## src/bsc_pkg.sv

```systemverilog
package bsc_pkg;
   // Number of bidirectional port pins covered by the chain
   localparam int NUM_PINS = 8;
   // Number of oscillator enable/clock pairs
   localparam int NUM_OSC = 5;
   // Oscillator slot order inside the chain
   localparam int OSC_EXT_CLOCK = 0;
   localparam int OSC_CRYSTAL = 1;
   localparam int OSC_EXT_RC = 2;
   localparam int OSC_LOW_FREQ = 3;
   localparam int OSC_TIMER = 4;
   // Fixed level of each scanned clock line when its option is unused
   localparam logic [NUM_OSC-1:0] OSC_UNUSED_LEVEL = 5'h08;
   // Cells per port pin: pull-up cell plus two-stage pin cell
   localparam int PIN_CELLS = 3;
   // Cells for two-wire enables, reset observers, oscillator pairs
   localparam int TWI_CELLS = 2;
   localparam int RST_CELLS = 2;
   localparam int OSC_CELLS = 2 * NUM_OSC;
   localparam int CHAIN_LEN = NUM_PINS * PIN_CELLS + TWI_CELLS + RST_CELLS + OSC_CELLS;
   // Reset value of all chain and latch bits
   localparam logic CELL_RESET = 1'b0;
endpackage

```

## src/bsc_tap_if.sv

```systemverilog
`timescale 1ns/1ps
// Link-side strobes shared between the chain and its tck front end
interface bsc_tap_if;
   logic tckRise;
   logic tckFall;
   logic tdiSync;
   logic captureSync;
   logic shiftSync;
   logic updateSync;
   logic extestSync;
   modport front (
      output tckRise,
      output tckFall,
      output tdiSync,
      output captureSync,
      output shiftSync,
      output updateSync,
      output extestSync
   );
   modport chain (
      input tckRise,
      input tckFall,
      input tdiSync,
      input captureSync,
      input shiftSync,
      input updateSync,
      input extestSync
   );
endinterface

```

## src/bsc_chain.sv

```systemverilog
`timescale 1ns/1ps
// Contract
// - Each port pin: pull-up cell plus two-stage output-control/data/input pin cell
// - Without alternate function: input through two-stage synchroniser, data from port, control from direction
// - Pull-up enable is not-disable and not-direction and port output bit
// - Alternate digital functions sit outside cells; chain samples the true pin
// - Analog pins bypass chain; cells sit on digital-analog boundary signals
// - Two-wire pins add one general cell on the slew-limited driver enable
// - No scan cell for the two-wire spike filter; ordinary pin cells suffice
// - Reset pin has observe-only cells for normal and high-voltage reset
// - Oscillator enables use general cells; clock outputs use observe-only cells
// - Internal RC oscillator output is not in the chain
// - Unused clock lines read fixed level: low-frequency high, others low
// - Oscillator enables are in chain so sleep cannot drop them
// - Internal-capacitor setting is not scan-controllable
// - Shift registers move least significant bit in and out first
// - External test drives pins from latches at once; Update-DR refreshes them
module bsc_chain
   import bsc_pkg::*;
#(
   parameter int NumPins = NUM_PINS,
   parameter logic [NUM_OSC-1:0] UnusedLevel = OSC_UNUSED_LEVEL
) (
   input wire logic clk,
   input wire logic reset_n,
   input wire logic clkEn,
   // Test access port side
   input wire logic tck,
   input wire logic tdi,
   output logic tdo,
   input wire logic captureDr,
   input wire logic shiftDr,
   input wire logic updateDr,
   input wire logic external_test_instruction,
   // Functional port logic
   input wire logic global_pullup_disable,
   input wire logic [NumPins-1:0] pin_direction_bit,
   input wire logic [NumPins-1:0] port_output_register_bit,
   output logic [NumPins-1:0] pin_level_register_bit,
   // Pads
   input wire logic [NumPins-1:0] padIn,
   output logic [NumPins-1:0] padOut,
   output logic [NumPins-1:0] padOe_n,
   output logic [NumPins-1:0] pin_pullup_enable,
   // Two-wire interface enables for clock and data pins
   input wire logic [1:0] twiEnFunc,
   output logic [1:0] two_wire_driver_enable,
   // Reset pin detectors
   input wire logic normal_reset_observe,
   input wire logic high_voltage_reset_observe,
   // Oscillators: enables out, clock lines in
   input wire logic [NUM_OSC-1:0] oscEnFunc,
   output logic [NUM_OSC-1:0] oscEnable,
   input wire logic [NUM_OSC-1:0] oscClockLine,
   input wire logic [NUM_OSC-1:0] oscOptionUsed
);
   // Chain map: no internal RC slot, two-wire enables only, no filter cell
   localparam int Len = NumPins * PIN_CELLS + TWI_CELLS + RST_CELLS + OSC_CELLS;
   localparam int TwiBase = NumPins * PIN_CELLS;
   localparam int RstBase = TwiBase + TWI_CELLS;
   localparam int OscBase = RstBase + RST_CELLS;

   bsc_tap_if tap();

   bsc_tck_sync u_sync (
      .clk(clk),
      .reset_n(reset_n),
      .clkEn(clkEn),
      .tck(tck),
      .tdi(tdi),
      .captureDr(captureDr),
      .shiftDr(shiftDr),
      .updateDr(updateDr),
      .extestSelect(external_test_instruction),
      .tap(tap)
   );

   typedef struct packed {
      logic [Len-1:0] shift;
      logic [Len-1:0] latch;
      logic tdoOut;
      logic [NumPins-1:0] padMeta;
      logic [NumPins-1:0] padSync;
      logic [1:0] rstMeta;
      logic [1:0] rstSync;
      logic [NUM_OSC-1:0] oscMeta;
      logic [NUM_OSC-1:0] oscSync;
   } bsc_chain_s;

   bsc_chain_s state_reg;
   bsc_chain_s state_next;

   // Chain positions of a pin's three cells
   function automatic int pullCell(input int p);
      return p * PIN_CELLS;
   endfunction
   function automatic int ctrlCell(input int p);
      return p * PIN_CELLS + 1;
   endfunction
   function automatic int dataCell(input int p);
      return p * PIN_CELLS + 2;
   endfunction

   // Pull-up request from port registers
   logic [NumPins-1:0] pullFunc;
   assign pullFunc = {NumPins{~global_pullup_disable}} & ~pin_direction_bit
                     & port_output_register_bit;

   // Scanned clock lines read fixed level when option unused
   logic [NUM_OSC-1:0] clockSeen;
   assign clockSeen = (state_reg.oscSync & oscOptionUsed)
                      | (UnusedLevel & ~oscOptionUsed);

   // Parallel capture vector, one bit per cell
   logic [Len-1:0] capVec;
   always_comb begin
      capVec = '0;
      for (int p = 0; p < NumPins; p++) begin
         capVec[pullCell(p)] = pullFunc[p];
         capVec[ctrlCell(p)] = pin_direction_bit[p];
         // Pin cell sees the pad itself, never an alternate function's value
         capVec[dataCell(p)] = state_reg.padSync[p];
      end
      capVec[TwiBase +: TWI_CELLS] = twiEnFunc;
      capVec[RstBase] = state_reg.rstSync[0];
      capVec[RstBase + 1] = state_reg.rstSync[1];
      for (int o = 0; o < NUM_OSC; o++) begin
         capVec[OscBase + 2 * o] = oscEnFunc[o];
         capVec[OscBase + 2 * o + 1] = clockSeen[o];
      end
   end

   // Capture, shift toward bit 0, and update on tck edges
   always_comb begin
      state_next = state_reg;
      if (clkEn) begin
         state_next.padMeta = padIn;
         state_next.padSync = state_reg.padMeta;
         state_next.rstMeta = {high_voltage_reset_observe, normal_reset_observe};
         state_next.rstSync = state_reg.rstMeta;
         state_next.oscMeta = oscClockLine;
         state_next.oscSync = state_reg.oscMeta;
         if (tap.tckRise) begin
            if (tap.captureSync) begin
               state_next.shift = capVec;
            end else if (tap.shiftSync) begin
               state_next.shift = {tap.tdiSync, state_reg.shift[Len-1:1]};
            end
         end
         if (tap.tckFall) begin
            state_next.tdoOut = state_reg.shift[0];
            if (tap.updateSync) begin
               state_next.latch = state_reg.shift;
            end
         end
      end
   end

   always_ff @(posedge clk) begin
      if (!reset_n) begin
         state_reg <= '0;
      end else begin
         state_reg <= state_next;
      end
   end

   // Output muxes: latches drive under external test, function otherwise
   logic ext;
   assign ext = tap.extestSync;
   always_comb begin
      for (int p = 0; p < NumPins; p++) begin
         pin_pullup_enable[p] = ext ? state_reg.latch[pullCell(p)] : pullFunc[p];
         padOut[p] = ext ? state_reg.latch[dataCell(p)]
                         : port_output_register_bit[p];
         // Active-low enable: drive when direction bit set
         padOe_n[p] = ext ? ~state_reg.latch[ctrlCell(p)]
                          : ~pin_direction_bit[p];
      end
      two_wire_driver_enable = ext ? state_reg.latch[TwiBase +: TWI_CELLS]
                                   : twiEnFunc;
      // Only enables are scanned; capacitor setting stays with its fuses
      for (int o = 0; o < NUM_OSC; o++) begin
         oscEnable[o] = ext ? state_reg.latch[OscBase + 2 * o] : oscEnFunc[o];
      end
   end

   // Input data is the pad level after the two-stage padMeta/padSync synchroniser
   assign pin_level_register_bit = state_reg.padSync;
   assign tdo = state_reg.tdoOut;
endmodule

```

## src/bsc_tck_sync.sv

```systemverilog
`timescale 1ns/1ps
// Synchronises the test clock and strobes, finds tck edges
module bsc_tck_sync
   import bsc_pkg::*;
(
   input wire logic clk,
   input wire logic reset_n,
   input wire logic clkEn,
   input wire logic tck,
   input wire logic tdi,
   input wire logic captureDr,
   input wire logic shiftDr,
   input wire logic updateDr,
   input wire logic extestSelect,
   bsc_tap_if.front tap
);
   typedef struct packed {
      logic [4:0] meta;
      logic [4:0] sync;
      logic tckLast;
      logic tdiMeta;
      logic tdiSync;
   } bsc_sync_s;

   bsc_sync_s state_reg;
   bsc_sync_s state_next;

   // Two stages per input; only stage two feeds any logic
   always_comb begin
      state_next = state_reg;
      if (clkEn) begin
         state_next.meta = {extestSelect, updateDr, shiftDr, captureDr, tck};
         state_next.sync = state_reg.meta;
         state_next.tckLast = state_reg.sync[0];
         // Same two stages as tck, so tdi lines up with the detected rise
         state_next.tdiMeta = tdi;
         state_next.tdiSync = state_reg.tdiMeta;
      end
   end

   always_ff @(posedge clk) begin
      if (!reset_n) begin
         state_reg <= '0;
      end else begin
         state_reg <= state_next;
      end
   end

   // Edge pulses are one clk cycle wide and gated by the enable
   assign tap.tckRise = clkEn & state_reg.sync[0] & ~state_reg.tckLast;
   assign tap.tckFall = clkEn & ~state_reg.sync[0] & state_reg.tckLast;
   assign tap.tdiSync = state_reg.tdiSync;
   assign tap.captureSync = state_reg.sync[1];
   assign tap.shiftSync = state_reg.sync[2];
   assign tap.updateSync = state_reg.sync[3];
   assign tap.extestSync = state_reg.sync[4];
endmodule

```

## config.mk

```make
export PLATFORM = sky130hd
export DESIGN_NAME = bsc_chain
export DESIGN_NICKNAME = d
export VERILOG_FILES = /design/src/bsc_pkg.sv /design/src/bsc_tap_if.sv /design/src/bsc_chain.sv /design/src/bsc_tck_sync.sv
export SDC_FILE = /design/constraint.sdc
export NUM_CORES = 1
export LEC_CHECK = 0
export ABC_AREA = 1
export BUFFER_PORTS_ARGS = -buffer_cell sky130_fd_sc_hd__buf_2
export CORE_MARGIN = 8
export CORE_UTILIZATION = 50
export DETAILED_ROUTE_END_ITERATION = 16
export PLACE_DENSITY = 0.77
export SYNTH_ARGS = -nofsm -noshare
export SYNTH_HDL_FRONTEND = slang
export SYNTH_HIERARCHICAL = 1
export SYNTH_SLANG_ARGS = --single-unit
```

## constraint.sdc

```tcl
create_clock -name clk -period 1.55 [get_ports clk]
set_clock_uncertainty 0.15 [all_clocks]
set_input_delay 0.2325 -clock clk [delete_from_list [all_inputs] [get_ports clk]]
set_output_delay 0.2325 -clock clk [all_outputs]
set_load 0.02 [all_outputs]
```

==> implementation parameters <==
Parameter                              Value

STA
  Worst Max-Slew Pin Slew    0.288 ns
  Worst slew margin    0.808
  Post-route minimum period    1.95 ns
  Number of endpoints failing setup at the final stage    31
  Max Slew Vio Count    0
  Setup TNS    -10.39 ns
  Unrepaired setup endpoints after global routing    yes
  Maximum clock frequency    512 MHz
  Worst hold slack across all endpoints    0.0180 ns
  Final worst-path cycle share    1.26
  Final Hold Viols    0
  Final WS setup    -0.403 ns

Clock tree
  Clock transition at the registers of the reported paths    0.06 ns
  CTS Buf Count    17
  CTS tree    yes
  Clock network latency to the later pin of the worst-skew pair    0.51 ns
  Maximum clock insertion buffer count    2
  Number of H-tree levels    4
  Clk Tree Root Cell    sky130_fd_sc_hd__clkbuf_8
  Clk sinks    113

Routing
  Number of detailed-routing iterations run before antenna repair    5
  Via count normalized by instance count    4.85
  Remaining design rule violation count    0
  Drt total wl    14.5 mm
  Total vias in the final route    5158
  Initial detailed-routing violation count    266
  Number of nets with antenna violations after detailed routing    0
  WL per Instance    13.6 microns

Placement
  Final weighted congestion in routability-driven placement    0.799
  Placed cell count    959
  Post-DP Area    5740 sq um
  Detailed Place HPWL    8.28 mm
  Minimum setup slack after placement    0.0640 ns
  Port bufs    92

Power and ir drop
  Leakage component of the power    3.55 nW
  Power Dens Cells    1080 nW/um^2
  Net switching component of the power    1.93 mW
  Switching share of power    0.246
  Total Power    7.83 mW
  Part of the total power dissipated in the clock network    0.490
  Relative contribution of sequential cells to total power    0.392
  VDD IR-drop max    0.843 mV
  Portion of total power attributed to combinational logic    0.118
  Cell-internal power    5.90 mW

Status
  Result of the run    complete, but fails checks
  Violations in the final reports    negative setup slack

GRT
  Initial antenna violation count    0
  Global route total overflow    0
  Global-route wire length before repair    22.3 mm
  Pin count of the biggest net entering global routing    45
  Number of global-route vias before repair    4745
  Tot GR Track Use    0.205

Critical path
  Arrival time at the worst endpoint    1.57 ns
  Critical Path, Cell by Cell    buf_12 -> mux2_2 -> buf_2
  Count of cells along the worst register-to-register path    8
  Startpoint type of the worst setup path    flop
  Required time at the endpoint of the critical path    1.17 ns
  Slowest CP cell    sky130_fd_sc_hd__dfxtp_4
  Element type at the critical path end    output pin
  Max Fanout on Critical Path    11
  Kind of critical path    reg -> out
  Crit path largest cell delay    0.39 ns

Die
  Core Area    10100 sq um
  Die width    117 microns
  Number of standard-cell rows in the floorplan    37
  Chip height    117 microns
  Effective utilization at floorplan    0.506
  I/O Pins    93
  Die area    13800 sq um

Cells and area
  Non-filler cells in the finished layout    1063
  Most common cell after layout, fill and taps aside    sky130_fd_sc_hd__nor2_1
  Layout Nets    967
  Area of the multi-input gates    2420 sq um
  Number of flip-flops in the largest register    89
  Filler Cells Inserted    780
  Commonest cells after routing, fill and taps aside    sky130_fd_sc_hd__nor2_1, sky130_fd_sc_hd__nand2_1, sky130_fd_sc_hd__dfxtp_1
  Antenna diode count    0
  Area growth, synth to finish    41.7%
  Core occupancy in the finished layout    0.717
  Fraction of layout instances using a drive strength above 1    0.223
  Footprint of the flip-flops and latches    2270 sq um
  Post-route standard cell area excluding fillers    7270 sq um

Yosys
  Mapped Area    5130 sq um
  Post-synthesis sequential area ratio    0.441
  Seq cells post-synth    113
  Average footprint of a synthesized cell    6.71 sq um
  Post-synthesis net count    818
  Synth unique cells    20
  Count of warnings emitted by yosys    6
  Cell count after synthesis    765

Job
  Max_cap viols    0

Min path
  Hold Crit Class    in -> reg
  Worst Hold Path Cells    5
kinds of logic (layout without fill, tap and decap cells):
group,Yosys count,count (layout),synth area share
mux,23,23,0.0485
compound gates,101,101,0.0990
flops,113,113,0.441
simple gates,414,414,0.307
buf+inv,114,276,0.104
worst max-delay path, delay by kind of cell (launching register included):
| family | cells | cell delay, ns |
|---|---|---|
| DFF | 1 | 0.39 |
| buffers and inverters | 2 | 0.31 |
| muxes | 1 | 0.36 |
final timing paths:
check	startpoint	endpoint	slack, ns
max	u_sync/tap.extestSync$_SDFFE_PN0P_	oscEnable[4]	-0.40
min reg2reg	state_reg[3]$_SDFFE_PN0P_	state_reg[3]$_SDFFE_PN0P_	0.31
max reg2reg	u_sync/state_reg[3]$_SDFFE_PN0P_	state_reg[46]$_SDFFE_PN0P_	0.06
min	port_output_register_bit[3]	state_reg[78]$_SDFFE_PN0P_	0.02
cell usage after synthesis:
library cell | instances | share of area
sky130_fd_sc_hd__a21boi_0 | 1 | 0.0015
sky130_fd_sc_hd__a21oi_1 | 3 | 0.0029
sky130_fd_sc_hd__buf_1 | 1 | 0.00073
sky130_fd_sc_hd__buf_2 | 19 | 0.019
sky130_fd_sc_hd__buf_4 | 10 | 0.015
sky130_fd_sc_hd__buf_6 | 4 | 0.0088
sky130_fd_sc_hd__buf_8 | 1 | 0.0029
sky130_fd_sc_hd__clkbuf_1 | 19 | 0.014
sky130_fd_sc_hd__clkbuf_4 | 1 | 0.0015
sky130_fd_sc_hd__clkinv_2 | 1 | 0.00097
sky130_fd_sc_hd__dfxtp_1 | 113 | 0.44
sky130_fd_sc_hd__inv_1 | 57 | 0.042
sky130_fd_sc_hd__inv_2 | 1 | 0.00073
sky130_fd_sc_hd__mux2_2 | 15 | 0.033
sky130_fd_sc_hd__mux2i_1 | 8 | 0.016
sky130_fd_sc_hd__nand2_1 | 160 | 0.12
sky130_fd_sc_hd__nand2_2 | 2 | 0.0024
sky130_fd_sc_hd__nand3_1 | 13 | 0.013
sky130_fd_sc_hd__nor2_1 | 239 | 0.17
sky130_fd_sc_hd__o21ai_0 | 97 | 0.095
routing by layer:
metal	share of wire	track usage	wire, microns	vias up
li1	-	-	-	2647
met1	0.44	0.254	6390	2333
met2	0.49	0.339	7060	160
met3	0.060	0.0544	874	18
met4	0.012	0.0657	169	0
met5	0	0	0	-
timing repair:
| item | 4_1_cts | 5_1_grt |
|---|---|---|
| pin swaps | 1 | 18 |
| hold buffers | 57 | 0 |
| setup buffers | 2 | 9 |
| gates resized for setup | 23 | 69 |
| cloned | 0 | 4 |
| setup endpoints to repair | 31 | 72 |
| endpoints found under the hold margin | 60 | 0 |
cell type report:
cell class	instances	area share
clock inverter	11	0.0176
multi-input combinational	538	0.334
sequential	113	0.312
timing repair buffer	185	0.218
clock buffer	21	0.0646
inverter	59	0.0306
tap	136	0.0234
power groups by stage:
stage | Clock (mW) | Combinational [mW] | Sequential, mW
floorplan | 0 | 0.478 | 3.10
global placement | 0 | 0.701 | 3.12
detailed placement | 0 | 0.707 | 3.12
CTS | 3.86 | 0.850 | 3.06
global route | 4.00 | 1.01 | 3.08
finish | 3.83 | 0.927 | 3.07
No activity file was read; power rests on OpenSTA's default activity.
